<file path="config.mk">
export PLATFORM = sky130hd
export DESIGN_NAME = burst_and_restart_control
export DESIGN_NICKNAME = d
export VERILOG_FILES = /design/src/brc_pkg.sv /design/src/comp_sync.sv /design/src/blank_timer.sv /design/src/burst_and_restart_control.sv
export SDC_FILE = /design/constraint.sdc
export NUM_CORES = 1
export LEC_CHECK = 0
export ABC_CLOCK_PERIOD_IN_PS = 8300
export BUFFER_PORTS_ARGS = -buffer_cell sky130_fd_sc_hd__buf_2
export CELL_PAD_IN_SITES_DETAIL_PLACEMENT = 1
export CELL_PAD_IN_SITES_GLOBAL_PLACEMENT = 2
export CORE_ASPECT_RATIO = 1.75
export CORE_MARGIN = 3
export CORE_UTILIZATION = 40
export DETAILED_ROUTE_END_ITERATION = 10
export PLACE_DENSITY = 0.89
export SYNTH_ARGS = -nofsm -noshare
export SYNTH_HDL_FRONTEND = slang
export SYNTH_HIERARCHICAL = 1
export SYNTH_SLANG_ARGS = --single-unit
</file>
<file path="constraint.sdc">
create_clock -name clk_sys -period 8.3 [get_ports clk_sys]
set_clock_uncertainty 0.1 [all_clocks]
set_input_delay 1.245 -clock clk_sys [delete_from_list [all_inputs] [get_ports clk_sys]]
set_output_delay 1.245 -clock clk_sys [all_outputs]
set_load 0.05 [all_outputs]
</file>
<file path="src/brc_pkg.sv">
package brc_pkg;

  // Timing base: the system clock and the one-microsecond tick.
  localparam int CLK_PERIOD_NS = 4;
  localparam int T_TICK_NS = 1000;
  localparam int TICK_CYCLES = T_TICK_NS / CLK_PERIOD_NS;
  localparam int DIV_W = 8;
  localparam logic [DIV_W-1:0] TICK_LAST = DIV_W'(TICK_CYCLES - 1);

  // Blanking and filter times, each in its own unit.
  localparam int T_BURST_BLANK_MS = 20;
  localparam int T_PROT_BLANK_MS = 20;
  localparam int T_SPIKE_US = 30;
  localparam int T_OVP_US = 120;
  localparam int T_EXT_BLANK_MS = 1;
  localparam int T_SOFT_START_MS = 20;

  // The same times as counts of microsecond ticks.
  localparam int TICKS_PER_US = 1000 / T_TICK_NS * 1000 / 1000;
  localparam int BURST_BLANK_TICKS = T_BURST_BLANK_MS * 1000 * 1000 / T_TICK_NS;
  localparam int PROT_BLANK_TICKS = T_PROT_BLANK_MS * 1000 * 1000 / T_TICK_NS;
  localparam int SPIKE_TICKS = T_SPIKE_US * 1000 / T_TICK_NS;
  localparam int OVP_TICKS = T_OVP_US * 1000 / T_TICK_NS;
  localparam int EXT_BLANK_TICKS = T_EXT_BLANK_MS * 1000 * 1000 / T_TICK_NS;
  localparam int SOFT_START_TICKS = T_SOFT_START_MS * 1000 * 1000 / T_TICK_NS;

  // Blanking timers.
  localparam int TMR_W = 16;
  localparam int TMR_BURST = 0;
  localparam int TMR_PROT = 1;
  localparam int TMR_SPIKE = 2;
  localparam int TMR_OVP = 3;
  localparam int TMR_EXT = 4;
  localparam int TMR_SOFT = 5;
  localparam int TMR_N = 6;

  // Positions of the comparator flags in the synchroniser vector.
  localparam int FL_FB_LOW = 0;
  localparam int FL_FB_WAKE = 1;
  localparam int FL_FB_SLEEP = 2;
  localparam int FL_FB_HIGH = 3;
  localparam int FL_VCC_SS_OVER = 4;
  localparam int FL_VCC_OVER = 5;
  localparam int FL_TEMP_OVER = 6;
  localparam int FL_BA_HIGH = 7;
  localparam int FL_BA_LOW = 8;
  localparam int FL_VCC_ON = 9;
  localparam int FL_VCC_OFF = 10;
  localparam int FL_N = 11;

  typedef enum logic [2:0] {
    ST_CHARGE,
    ST_SOFT_START,
    ST_NORMAL,
    ST_BURST_SLEEP,
    ST_BURST_RUN,
    ST_RESTART
  } ctl_state_t;

  typedef enum logic [2:0] {
    CAUSE_NONE,
    CAUSE_OVERLOAD,
    CAUSE_SS_OVP,
    CAUSE_OVP,
    CAUSE_TEMP,
    CAUSE_EXT,
    CAUSE_UV
  } cause_t;

endpackage : brc_pkg

</file>
<file path="src/comp_sync.sv">
`timescale 1ns/1ps
module comp_sync
  import brc_pkg::*;
(
  // Clock and reset
  input wire logic clk_sys,
  input wire logic rst,
  // Raw comparator flags
  input wire logic [FL_N-1:0] raw_flags,
  // Flags in the clock domain
  output logic [FL_N-1:0] sync_flags
);

  typedef struct packed {
    logic [FL_N-1:0] meta;
    logic [FL_N-1:0] held;
  } sync_state_t;

  sync_state_t state_r;
  sync_state_t state_nxt;

  // Each flag passes two flip-flops; only the second is ever read.
  always_comb
  begin
    state_nxt.meta = raw_flags;
    state_nxt.held = state_r.meta;
  end

  always_ff @(posedge clk_sys)
  begin
    if (rst)
      state_r <= '0;
    else
      state_r <= state_nxt;
  end

  assign sync_flags = state_r.held;

endmodule : comp_sync

</file>
<file path="src/blank_timer.sv">
`timescale 1ns/1ps
module blank_timer
  import brc_pkg::*;
#(
  parameter int LIMIT = 1
)
(
  // Clock and reset
  input wire logic clk_sys,
  input wire logic rst,
  // Timing
  input wire logic tick,
  input wire logic run,
  // Result
  output logic done
);

  localparam logic [TMR_W-1:0] LIMIT_W = TMR_W'(LIMIT);

  typedef struct packed {
    logic [TMR_W-1:0] count;
  } timer_state_t;

  timer_state_t state_r;
  timer_state_t state_nxt;

  // Counts ticks while run holds, saturates at the limit, clears at once.
  always_comb
  begin
    state_nxt = state_r;
    if (!run)
      state_nxt.count = '0;
    else if (tick && state_r.count != LIMIT_W)
      state_nxt.count = TMR_W'(state_r.count + 1'b1);
  end

  always_ff @(posedge clk_sys)
  begin
    if (rst)
      state_r <= '0;
    else
      state_r <= state_nxt;
  end

  assign done = run && (state_r.count == LIMIT_W);

endmodule : blank_timer

</file>
<file path="src/burst_and_restart_control.sv">
// Functional notes
// - Feedback below 1.35V for 20ms enters burst.
// - Burst blanking counter held zero otherwise.
// - Burst entry sets flag, bias and switching off.
// - Start-up cell stays off throughout burst.
// - Feedback above 3.5V wakes bias and switching.
// - Burst selects reduced 0.34V current limit.
// - Feedback down to 3.0V sleeps bias again.
// - Feedback above 4.0V leaves burst, full current.
// - Burst entry uses fixed blanking only.
// - Feedback high 20ms releases blanking pin clamp.
// - Both high flags plus 30us enter restart.
// - Other faults enter auto-restart without extended blanking.
// - Restart: stop, charge supply, then start up.
// - After start-up recheck fault, restart or resume.
// - Soft-start supply above 20.5V with feedback high restarts.
// - Supply above 25.5V for 120us restarts, not burst.
// - Overtemperature enters auto-restart.
// - Blanking pin low stops switching, restarts; 1ms ignored.
// - Supply undervoltage switches off, start-up cell on.
// - Every restart attempt reruns soft-start.
`timescale 1ns/1ps
module burst_and_restart_control
  import brc_pkg::*;
#(
  parameter int BURST_BLANK = BURST_BLANK_TICKS,
  parameter int PROT_BLANK = PROT_BLANK_TICKS,
  parameter int EXT_BLANK = EXT_BLANK_TICKS,
  parameter int SOFT_START = SOFT_START_TICKS
)
(
  // Clock and reset
  input wire logic clk_sys,
  input wire logic rst,
  // Feedback comparators
  input wire logic feedback_low_comparator,
  input wire logic burst_wake_comparator,
  input wire logic burst_sleep_comparator,
  input wire logic feedback_high_comparator,
  // Supply and temperature comparators
  input wire logic soft_start_supply_over,
  input wire logic supply_over_comparator,
  input wire logic temp_over,
  input wire logic supply_on,
  input wire logic supply_off,
  // Blanking pin comparators
  input wire logic blank_pin_high,
  input wire logic blank_pin_low,
  // Power stage controls
  output logic bias_en,
  output logic gate_en,
  output logic reduced_limit_gate,
  output logic startup_cell_en,
  output logic blank_clamp_switch_open,
  output logic soft_start_active,
  // Status
  output logic burst_flag,
  output logic restart_active,
  output cause_t restart_cause
);

  localparam int TMR_LIMIT [TMR_N] = '{
    BURST_BLANK,
    PROT_BLANK,
    SPIKE_TICKS,
    OVP_TICKS,
    EXT_BLANK,
    SOFT_START
  };

  typedef struct packed {
    ctl_state_t st;
    cause_t cause;
    logic [DIV_W-1:0] div;
    logic tick;
    logic bias_en;
    logic gate_en;
    logic reduced_limit;
    logic startup_cell_en;
    logic clamp_open;
    logic soft_start;
    logic burst;
    logic restart;
  } ctl_reg_t;

  localparam ctl_reg_t CTL_RESET = '{
    st: ST_CHARGE,
    cause: CAUSE_NONE,
    div: '0,
    tick: 1'b0,
    bias_en: 1'b0,
    gate_en: 1'b0,
    reduced_limit: 1'b0,
    startup_cell_en: 1'b1,
    clamp_open: 1'b0,
    soft_start: 1'b0,
    burst: 1'b0,
    restart: 1'b0
  };

  ctl_reg_t state_r;
  ctl_reg_t state_nxt;

  logic [FL_N-1:0] raw_flags;
  logic [FL_N-1:0] flags;
  logic [TMR_N-1:0] tmr_run;
  logic [TMR_N-1:0] tmr_done;

  logic fb_low;
  logic fb_wake;
  logic fb_sleep;
  logic fb_high;
  logic vcc_ss_over;
  logic vcc_over;
  logic hot;
  logic ba_high;
  logic ba_low;
  logic vcc_on;
  logic vcc_off;
  logic running;
  logic in_burst;
  logic ext_req;

  // States in which the converter is powered and may switch.
  function automatic logic is_running(input ctl_state_t s);
    is_running = (s == ST_SOFT_START) || (s == ST_NORMAL) ||
                 (s == ST_BURST_SLEEP) || (s == ST_BURST_RUN);
  endfunction : is_running

  function automatic logic is_burst(input ctl_state_t s);
    is_burst = (s == ST_BURST_SLEEP) || (s == ST_BURST_RUN);
  endfunction : is_burst

  // Whether the fault that caused the last restart is still present.
  function automatic logic cause_persists(input cause_t c,
                                          input logic [FL_N-1:0] f);
    case (c)
      CAUSE_OVERLOAD: cause_persists = f[FL_FB_HIGH];
      CAUSE_SS_OVP: cause_persists = f[FL_VCC_SS_OVER] && f[FL_FB_HIGH];
      CAUSE_OVP: cause_persists = f[FL_VCC_OVER];
      CAUSE_TEMP: cause_persists = f[FL_TEMP_OVER];
      CAUSE_EXT: cause_persists = f[FL_BA_LOW];
      default: cause_persists = 1'b0;
    endcase
  endfunction : cause_persists

  always_comb
  begin
    raw_flags = '0;
    raw_flags[FL_FB_LOW] = feedback_low_comparator;
    raw_flags[FL_FB_WAKE] = burst_wake_comparator;
    raw_flags[FL_FB_SLEEP] = burst_sleep_comparator;
    raw_flags[FL_FB_HIGH] = feedback_high_comparator;
    raw_flags[FL_VCC_SS_OVER] = soft_start_supply_over;
    raw_flags[FL_VCC_OVER] = supply_over_comparator;
    raw_flags[FL_TEMP_OVER] = temp_over;
    raw_flags[FL_BA_HIGH] = blank_pin_high;
    raw_flags[FL_BA_LOW] = blank_pin_low;
    raw_flags[FL_VCC_ON] = supply_on;
    raw_flags[FL_VCC_OFF] = supply_off;
  end

  comp_sync u_sync (
    .clk_sys (clk_sys),
    .rst (rst),
    .raw_flags (raw_flags),
    .sync_flags (flags)
  );

  assign fb_low = flags[FL_FB_LOW];
  assign fb_wake = flags[FL_FB_WAKE];
  assign fb_sleep = flags[FL_FB_SLEEP];
  assign fb_high = flags[FL_FB_HIGH];
  assign vcc_ss_over = flags[FL_VCC_SS_OVER];
  assign vcc_over = flags[FL_VCC_OVER];
  assign hot = flags[FL_TEMP_OVER];
  assign ba_high = flags[FL_BA_HIGH];
  assign ba_low = flags[FL_BA_LOW];
  assign vcc_on = flags[FL_VCC_ON];
  assign vcc_off = flags[FL_VCC_OFF];

  assign running = is_running(state_r.st);
  assign in_burst = is_burst(state_r.st);

  // The external request is blanked for the first part of each start-up.
  assign ext_req = tmr_done[TMR_EXT] && ba_low;

  always_comb
  begin
    tmr_run = '0;
    tmr_run[TMR_BURST] = (state_r.st == ST_NORMAL) && fb_low;
    tmr_run[TMR_PROT] = fb_high && ((state_r.st == ST_NORMAL) ||
                        (state_r.st == ST_SOFT_START));
    tmr_run[TMR_SPIKE] = (tmr_done[TMR_PROT] && ba_high) || ext_req;
    tmr_run[TMR_OVP] = running && !in_burst && vcc_over;
    tmr_run[TMR_EXT] = running;
    tmr_run[TMR_SOFT] = (state_r.st == ST_SOFT_START);
  end

  genvar t;
  generate
    for (t = 0; t < TMR_N; t++)
    begin : g_timer
      blank_timer #(
        .LIMIT (TMR_LIMIT[t])
      ) u_timer (
        .clk_sys (clk_sys),
        .rst (rst),
        .tick (state_r.tick),
        .run (tmr_run[t]),
        .done (tmr_done[t])
      );
    end
  endgenerate

  always_comb
  begin
    state_nxt = state_r;

    // One-cycle tick every microsecond.
    if (state_r.div == TICK_LAST)
      state_nxt.div = '0;
    else
      state_nxt.div = DIV_W'(state_r.div + 1'b1);
    state_nxt.tick = (state_r.div == TICK_LAST);

    case (state_r.st)
      ST_CHARGE:
      begin
        if (vcc_on)
          state_nxt.st = ST_SOFT_START;
      end
      ST_RESTART:
      begin
        if (vcc_off)
          state_nxt.st = ST_CHARGE;
      end
      ST_SOFT_START, ST_NORMAL, ST_BURST_SLEEP, ST_BURST_RUN:
      begin
        // Fast faults first; only the last, overload, waits for extended blanking.
        if (vcc_off)
        begin
          state_nxt.st = ST_CHARGE;
          state_nxt.cause = CAUSE_UV;
        end
        else if (hot)
        begin
          state_nxt.st = ST_RESTART;
          state_nxt.cause = CAUSE_TEMP;
        end
        else if (tmr_done[TMR_OVP])
        begin
          state_nxt.st = ST_RESTART;
          state_nxt.cause = CAUSE_OVP;
        end
        else if ((state_r.st == ST_SOFT_START) && vcc_ss_over && fb_high)
        begin
          state_nxt.st = ST_RESTART;
          state_nxt.cause = CAUSE_SS_OVP;
        end
        else if (tmr_done[TMR_SPIKE] && ext_req)
        begin
          state_nxt.st = ST_RESTART;
          state_nxt.cause = CAUSE_EXT;
        end
        else if (tmr_done[TMR_SPIKE] && fb_high)
        begin
          state_nxt.st = ST_RESTART;
          state_nxt.cause = CAUSE_OVERLOAD;
        end
        else
        begin
          case (state_r.st)
            ST_SOFT_START:
            begin
              if (tmr_done[TMR_SOFT])
              begin
                if (cause_persists(state_r.cause, flags))
                  state_nxt.st = ST_RESTART;
                else
                begin
                  state_nxt.st = ST_NORMAL;
                  state_nxt.cause = CAUSE_NONE;
                end
              end
            end
            ST_NORMAL:
            begin
              if (tmr_done[TMR_BURST] && fb_low)
                state_nxt.st = ST_BURST_SLEEP;
            end
            ST_BURST_SLEEP:
            begin
              if (fb_high)
                state_nxt.st = ST_NORMAL;
              else if (fb_wake)
                state_nxt.st = ST_BURST_RUN;
            end
            ST_BURST_RUN:
            begin
              if (fb_high)
                state_nxt.st = ST_NORMAL;
              else if (fb_sleep)
                state_nxt.st = ST_BURST_SLEEP;
            end
            default:
            begin
              state_nxt.st = ST_CHARGE;
            end
          endcase
        end
      end
      default:
      begin
        state_nxt.st = ST_CHARGE;
      end
    endcase

    // Outputs follow the state being entered, so they change with it.
    state_nxt.bias_en = (state_nxt.st == ST_SOFT_START) ||
                        (state_nxt.st == ST_NORMAL) ||
                        (state_nxt.st == ST_BURST_RUN);
    state_nxt.gate_en = state_nxt.bias_en && !ext_req;
    state_nxt.burst = is_burst(state_nxt.st);
    state_nxt.reduced_limit = is_burst(state_nxt.st);
    state_nxt.startup_cell_en = (state_nxt.st == ST_CHARGE);
    state_nxt.soft_start = (state_nxt.st == ST_SOFT_START);
    state_nxt.clamp_open = tmr_done[TMR_PROT] &&
                           is_running(state_nxt.st);
    state_nxt.restart = (state_nxt.st == ST_RESTART) ||
                        ((state_nxt.st == ST_CHARGE) &&
                         (state_nxt.cause != CAUSE_NONE));
  end

  always_ff @(posedge clk_sys)
  begin
    if (rst)
      state_r <= CTL_RESET;
    else
      state_r <= state_nxt;
  end

  assign bias_en = state_r.bias_en;
  assign gate_en = state_r.gate_en;
  assign reduced_limit_gate = state_r.reduced_limit;
  assign startup_cell_en = state_r.startup_cell_en;
  assign blank_clamp_switch_open = state_r.clamp_open;
  assign soft_start_active = state_r.soft_start;
  assign burst_flag = state_r.burst;
  assign restart_active = state_r.restart;
  assign restart_cause = state_r.cause;

endmodule : burst_and_restart_control

</file>
==> flow_summary.ini, run 1 <==
[status]
status = completed

[clock_network]
h-tree-depth = 4
clockBufferDepth = 2
cts_tree = yes
path_clk_slew_ns = 0.06
cts_setup_buffers = 0
cts.sinks = 140
hold_buffers = 0
clock_latency_ns = 0.43
cts.repair.resized = 0
numCtsBuffers = 17
cts-root-buf = clkbuf_16

[logic_synthesis]
postSynth.asyncResetShare = 0
seq_area_frac_synth = 0.404
ys.flop_type = dfxtp_1
netlist_area_mm2 = 0.00694
ys_types = 86
synth_cells = 776
ys_warn_count = 6
synth_area_per_cell_um2 = 8.95
synth_edf_count = 0
ys_ff_latch = 140
syn_nets = 803

[detailed_routing]
drt_iter0_drc = 207
wirelength_mm = 16.9
drt-pass1-iter-count = 6
antenna_left = 0
drc = 0
vias = 5637
wl_per_cell_um = 16.4
vias_per_cell = 5.45

[setup_path]
reg2reg_slack_ns = 4.91
required_ns = 8.54
crit_arrival_ns = 3.63
crit_chain = inv_1, ha_1, or4b_4, nor4_1, and2_1, a22o_1, inv_1, nor2_1, nand3_1, nand2_1, nor3_2, a31oi_4, o211ai_1, a221oi_2
crit_type = flop to flop
worstSetupStartpointType = flop
max_stage_delay_ns = 0.48
crit_slowest_cell = or4b_4
cp-end-kind = flop
cp_common_cell = inv_1
worstPathMaxFanout = 9

[run]
cap_violations = 0

[power_and_ir_drop]
vdd_drop_max_uv = 176
p_leak_nw = 2.53
power_density_mw_per_mm2 = 191

[place]
numPortBuffers = 23
gp_congestion = 0.881
dp_hpwl_mm = 12.3
dp_slack_ns = 4.98

[grt]
antenna_found_initial = 0
grt_pass1_vias = 6130
grt-ovfl-total = 0
grt_max_degree = 42
track_usage = 0.188
grt_pass1_wl_mm = 29.3

[finish]
nets = 822
multi_input_area_mm2 = 0.00385
num-fill-cells = 2009
drive_gt1_frac = 0.155
seqCellArea_mm2 = 0.00280
final_cell_mix = 140 x dfxtp_1, 85 x nor2_1, 60 x nand2_1, 41 x xnor2_1, 40 x a21oi_1
layout_commonest_cell = dfxtp_1
antennaDiodeCount = 0
area.growth.synth_to_final_pct = 12.2

[floorplan]
die_h_um = 180
die_w_um = 106
rows = 63
initial_core_util = 0.408
core_mm2 = 0.0170
io_pins = 24
die-area_mm2 = 0.0190

[hold_path]
hold_path_class = flop to flop

[sta]
period_needed_ns = 3.39
layout_setup_ws_ns = 4.91
hold_viol = 0
clock.fmax_mhz = 295
worst_slew_margin_rel = 0.353
finalSetupViolCount = 0
rsz0062_at_grt = no
period_share = 0.409
slew_viol_final = 0
tns_ns = 0
tightest_slew_ns = 0.961
layout make-up:
type | instances | share of cell area
inverter | 35 | 0.0169
tap | 227 | 0.0365
clock buffer | 19 | 0.0568
sequential | 140 | 0.360
timing repair buffer | 25 | 0.0167
clock inverter | 12 | 0.0189
multi-input combinational | 576 | 0.494
worst paths after layout:
kind | from | to | depth (start not counted)
worst max-delay path | g_timer[4].u_timer/state_r[0]$_SDFFE_PP0P_ | gate_en$_SDFF_PP0_ | 14
worst min-delay path | u_sync/state_nxt[0]$_SDFF_PP0_ | u_sync/sync_flags[0]$_SDFF_PP0_ | 1
worst max register to register | g_timer[4].u_timer/state_r[0]$_SDFFE_PP0P_ | gate_en$_SDFF_PP0_ | 14
worst min register to register | u_sync/state_nxt[0]$_SDFF_PP0_ | u_sync/sync_flags[0]$_SDFF_PP0_ | 1
worst max-delay path, delay by kind of cell (launching register included):
kind                       cells  cell delay, ns
AOI/OAI and AO/OA              4            0.96
adders and majority gates      1            0.14
buffers and inverters          2            0.15
DFF                            1            0.34
and+or+nand+nor                7            1.62
routing by layer:
metal	wire length [um]	share of wire	vias up	global-route usage
met1	6860	0.41	2758	0.197
met3	403	0.024	21	0.0430
met4	314	0.019	0	0.0747
li1	-	-	2804	-
met2	9360	0.55	54	0.355
met5	0	0	-	0
state kept, by name, indices dropped and copies added (netlist names), 3 cells and up:
| register | flops |
|---|---|
| g_timer.u_timer/state_r | 96 |
| u_sync/sync_flags | 11 |
| u_sync/state_nxt | 11 |
| state_r | 12 |
| restart_cause | 3 |
metrics by stage:
step / utilization / total power [W] / cells / hold WS (ns) / instance area, um^2
2_1_floorplan: - / 0.000730 / 776 / 0.311 / 6940
3_3_place_gp: 0.423 / 0.000740 / 1003 / 0.323 / 7200
3_5_place_dp: 0.423 / 0.000741 / 1003 / 0.325 / 7200
4_1_cts: 0.458 / 0.00151 / 1034 / 0.342 / 7790
5_1_grt: 0.458 / 0.00154 / 1034 / 0.360 / 7790
6_report: 0.458 / 0.00149 / 1034 / 0.338 / 7790
synthesized netlist by cell type (all sizes together) (12+ instances only):
cell type,instances,area share
dfxtp,140,0.40
nor2,86,0.048
nand2,61,0.033
xnor2,41,0.052
a21oi,40,0.029
inv,35,0.019
o21ai,33,0.024
or3,29,0.027
nand4,28,0.034
nor3,26,0.022
nand3,24,0.019
nor2b,24,0.027
nor4,19,0.018
xor2,18,0.023
buf,15,0.017
ha,14,0.025
and3,12,0.011
report_power, final:
group | internal [W] | switching [W] | total [W]
registers | 0.000681 | 0.00000791 | 0.000688
clock network | 0.000476 | 0.000289 | 0.000765
logic | 0.0000147 | 0.0000234 | 0.0000381
total | 0.00117 | 0.000320 | 0.00149
cell families after synthesis:
group                      count (synthesis)  synth area share
DFF                                      140             0.404
and+or+nand+nor                          373             0.319
adders and majority gates                 14            0.0252
AOI/OAI and AO/OA                        123             0.126
buffers and inverters                     60            0.0414
muxes                                      7            0.0105
xor gates and xnor gates                  59            0.0744
Note: power is estimated with default switching activity, not from simulation.
==> run 2: changes to the inputs <==
--- a/config.mk
+++ b/config.mk
@@ -5,15 +5,16 @@
 export SDC_FILE = /design/constraint.sdc
 export NUM_CORES = 1
 export LEC_CHECK = 0
-export ABC_CLOCK_PERIOD_IN_PS = 8300
+export ABC_AREA = 1
+export ABC_CLOCK_PERIOD_IN_PS = 3000
 export BUFFER_PORTS_ARGS = -buffer_cell sky130_fd_sc_hd__buf_2
 export CELL_PAD_IN_SITES_DETAIL_PLACEMENT = 1
 export CELL_PAD_IN_SITES_GLOBAL_PLACEMENT = 2
 export CORE_ASPECT_RATIO = 1.75
 export CORE_MARGIN = 3
-export CORE_UTILIZATION = 40
+export CORE_UTILIZATION = 32
 export DETAILED_ROUTE_END_ITERATION = 10
-export PLACE_DENSITY = 0.89
+export PLACE_DENSITY = 0.84
 export SYNTH_ARGS = -nofsm -noshare
 export SYNTH_HDL_FRONTEND = slang
 export SYNTH_HIERARCHICAL = 1
==> constraint.sdc (replaced) <==
create_clock -name clk_sys -period 3 [get_ports clk_sys]
set_clock_uncertainty 0.1 [all_clocks]
set_input_delay 0.45 -clock clk_sys [delete_from_list [all_inputs] [get_ports clk_sys]]
set_output_delay 0.45 -clock clk_sys [all_outputs]
set_load 0.05 [all_outputs]
==> flow_summary.ini, run 2 <==
[logic_synthesis]
postSynth.asyncResetShare = 0
ys_ff_latch = 140
synthTopCellsByArea = dfxtp_1 33%, nand2_1 15%, nor2_1 11%
ys_warn_count = 6
synth_mux_area_frac = 0
seq_area_frac_synth = 0.332
synth_fa_ha_area_frac = 0.0207
yosysTopAreaCell = dfxtp_1
ys.flop_type = dfxtp_1
synth_area_per_cell_um2 = 6.60
synth-simple-area-share = 0.437
ys_types = 43
netlist_area_mm2 = 0.00845
synth_xor_xnor_area_share = 0.0311
synthMostInstantiatedCell = nand2_1
syn_nets = 1308
synth_cells = 1281
synth_edf_count = 0
yosysTopAreaCellShare = 0.332
synth_commonest_cells = 335 x nand2_1, 242 x nor2_1, 147 x inv_1
synth_top_family_by_area = simple AND/OR/NAND/NOR gates
synth_compound_area_frac = 0.0681

[setup_path]
crit_arrival_ns = 2.92
cp_common_cell = nand2_1
crit_type = flop to flop
cp-end-kind = flop
max_stage_delay_ns = 0.33
reg2reg_slack_ns = 0.32
required_ns = 3.24
r2r_start = state_r[21]$_SDFF_PP0_
rr_endpoint = blank_clamp_switch_open$_SDFF_PP0_
worstPathMaxFanout = 5
worstSetupStartpointType = flop
ff2ff_path_depth = 26
crit_slowest_cell = dfxtp_1

[grt]
antenna_found_initial = 0
track_usage = 0.164
use_met3 = 0.0362
gr-usage-met2 = 0.311
grt_pass1_vias = 8030
top_usage_layer = met2
grt-ovfl-total = 0
grt_max_degree = 58
use_met1 = 0.172
grt_pass1_wl_mm = 38.1

[place]
dp_hpwl_mm = 16.8
gp_congestion = 0.832
numPortBuffers = 23

[clock_network]
h-tree-depth = 4
cts.repair.resized = 0
cts_tree = yes
clockBufferDepth = 2
cts_setup_buffers = 0
cts-root-buf = clkbuf_16
path_clk_slew_ns = 0.06
hold_buffers = 0
cts.sinks = 140
clock_latency_ns = 0.44
numCtsBuffers = 17

[detailed_routing]
vias_per_cell = 4.77
antenna_left = 0
wl_per_cell_um = 13.7
drt-pass1-iter-count = 4
wirelength_mm = 22.3
drc = 0
drt_iter0_drc = 248
vias = 7751

[finish]
nets = 1320
regMostFlops = g_timer.u_timer/state_r
final_cell_mix = 334 x nand2_1, 240 x nor2_1, 147 x inv_1, 138 x dfxtp_1, 72 x nand3_1
layout_commonest_cell = nand2_1
largestRegisters = g_timer.u_timer/state_r: 96 flops, state_r: 12 flops
antennaDiodeCount = 0
area.growth.synth_to_final_pct = 11.3
num-fill-cells = 3369
largest_register_ffs = 96
drive_gt1_frac = 0.156

[run]
cap_violations = 0

[hold_path]
hold_path_class = primary input to flop
hold_end = u_sync/state_nxt[4]$_SDFF_PP0_
hold_start = soft_start_supply_over
hold_depth = 3

[floorplan]
core_mm2 = 0.0260
die_h_um = 221
rows = 78
initial_core_util = 0.326
die-area_mm2 = 0.0285
io_pins = 24
die_w_um = 129

[sta]
rsz0062_at_grt = no
period_share = 0.892
slew_viol_final = 0
finalSetupViolCount = 0
tns_ns = 0
worst_slew_margin_rel = 0.613
period_needed_ns = 2.68
clock.fmax_mhz = 374
tightest_slew_ns = 0.581
hold_viol = 0

[power_and_ir_drop]
p_leak_nw = 3.44
power_density_mw_per_mm2 = 458
power.total_w = 0.00430
vdd_drop_max_uv = 355

[status]
status = completed
==> run 2: worst max-delay path by stage <==
stage / slack (ns) / cells after the start / end / startpoint
global route: 0.01 / 26 / blank_clamp_switch_open$_SDFF_PP0_ / state_r[21]$_SDFF_PP0_
CTS: 0.13 / 23 / blank_clamp_switch_open$_SDFF_PP0_ / state_r[22]$_SDFF_PP0_
global placement: 0.30 / 23 / blank_clamp_switch_open$_SDFF_PP0_ / state_r[22]$_SDFF_PP0_
detailed placement: 0.15 / 23 / blank_clamp_switch_open$_SDFF_PP0_ / state_r[22]$_SDFF_PP0_
finish: 0.32 / 26 / blank_clamp_switch_open$_SDFF_PP0_ / state_r[21]$_SDFF_PP0_
floorplan: 0.54 / 24 / blank_clamp_switch_open$_SDFF_PP0_ / g_timer[1].u_timer/state_r[0]$_SDFFE_PP0P_
==> run 2: where the power goes <==
part | leakage, nW | internal (W) | switching (W)
Clock | 0.298 | 0.00140 | 0.000906
Sequential | 1.13 | 0.00188 | 0.0000142
Combinational | 2.00 | 0.0000308 | 0.0000685
Total | 3.44 | 0.00332 | 0.000988
==> run 2: critical path: cells and delay by family (launching register included) <==
| family | cells | cell delay, ns |
|---|---|---|
| and+or+nand+nor | 21 | 1.72 |
| buffers and inverters | 5 | 0.41 |
| DFF | 1 | 0.33 |
==> run 2: per-stage QoR <==
| stage | std cells | setup WS (ns) | hold slack (ns) | util | cell area, um^2 |
|---|---|---|---|---|---|
| 2_1_floorplan | 1281 | 0.542 | 0.288 | - | 8450 |
| 3_3_place_gp | 1594 | 0.304 | 0.294 | 0.337 | 8740 |
| 3_5_place_dp | 1594 | 0.147 | 0.295 | 0.337 | 8740 |
| 4_1_cts | 1626 | 0.134 | 0.0809 | 0.361 | 9380 |
| 5_1_grt | 1626 | 0.0116 | 0.0914 | 0.362 | 9400 |
| 6_report | 1626 | 0.323 | 0.108 | 0.362 | 9400 |
==> run 2: layer usage <==
layer	up-vias	wire [um]
met5	-	0
met4	0	476
met3	29	486
met2	67	12400
met1	3670	8920
li1	3985	-
==> run 2: logic make-up (layout without fill, tap and decap cells) <==
group,count (synthesis),count (layout)
adder cells (fa/ha/maj),14,14
XOR/XNOR,30,30
flip-flops,140,140
AND/OR/NAND/NOR,804,804
buffers and inverters,205,230
AO/OA/AOI/OAI,88,88
==> run 2: area by class of cell <==
type                    count  area, um^2  share of cell area
clock inverters            15         214              0.0228
clock buffers              17         425              0.0452
well taps                 320         400              0.0426
inverters                 165         623              0.0663
multi-input cells         936        4730               0.503
flip-flops and latches    140        2810               0.298
repair buffers             33         203              0.0216
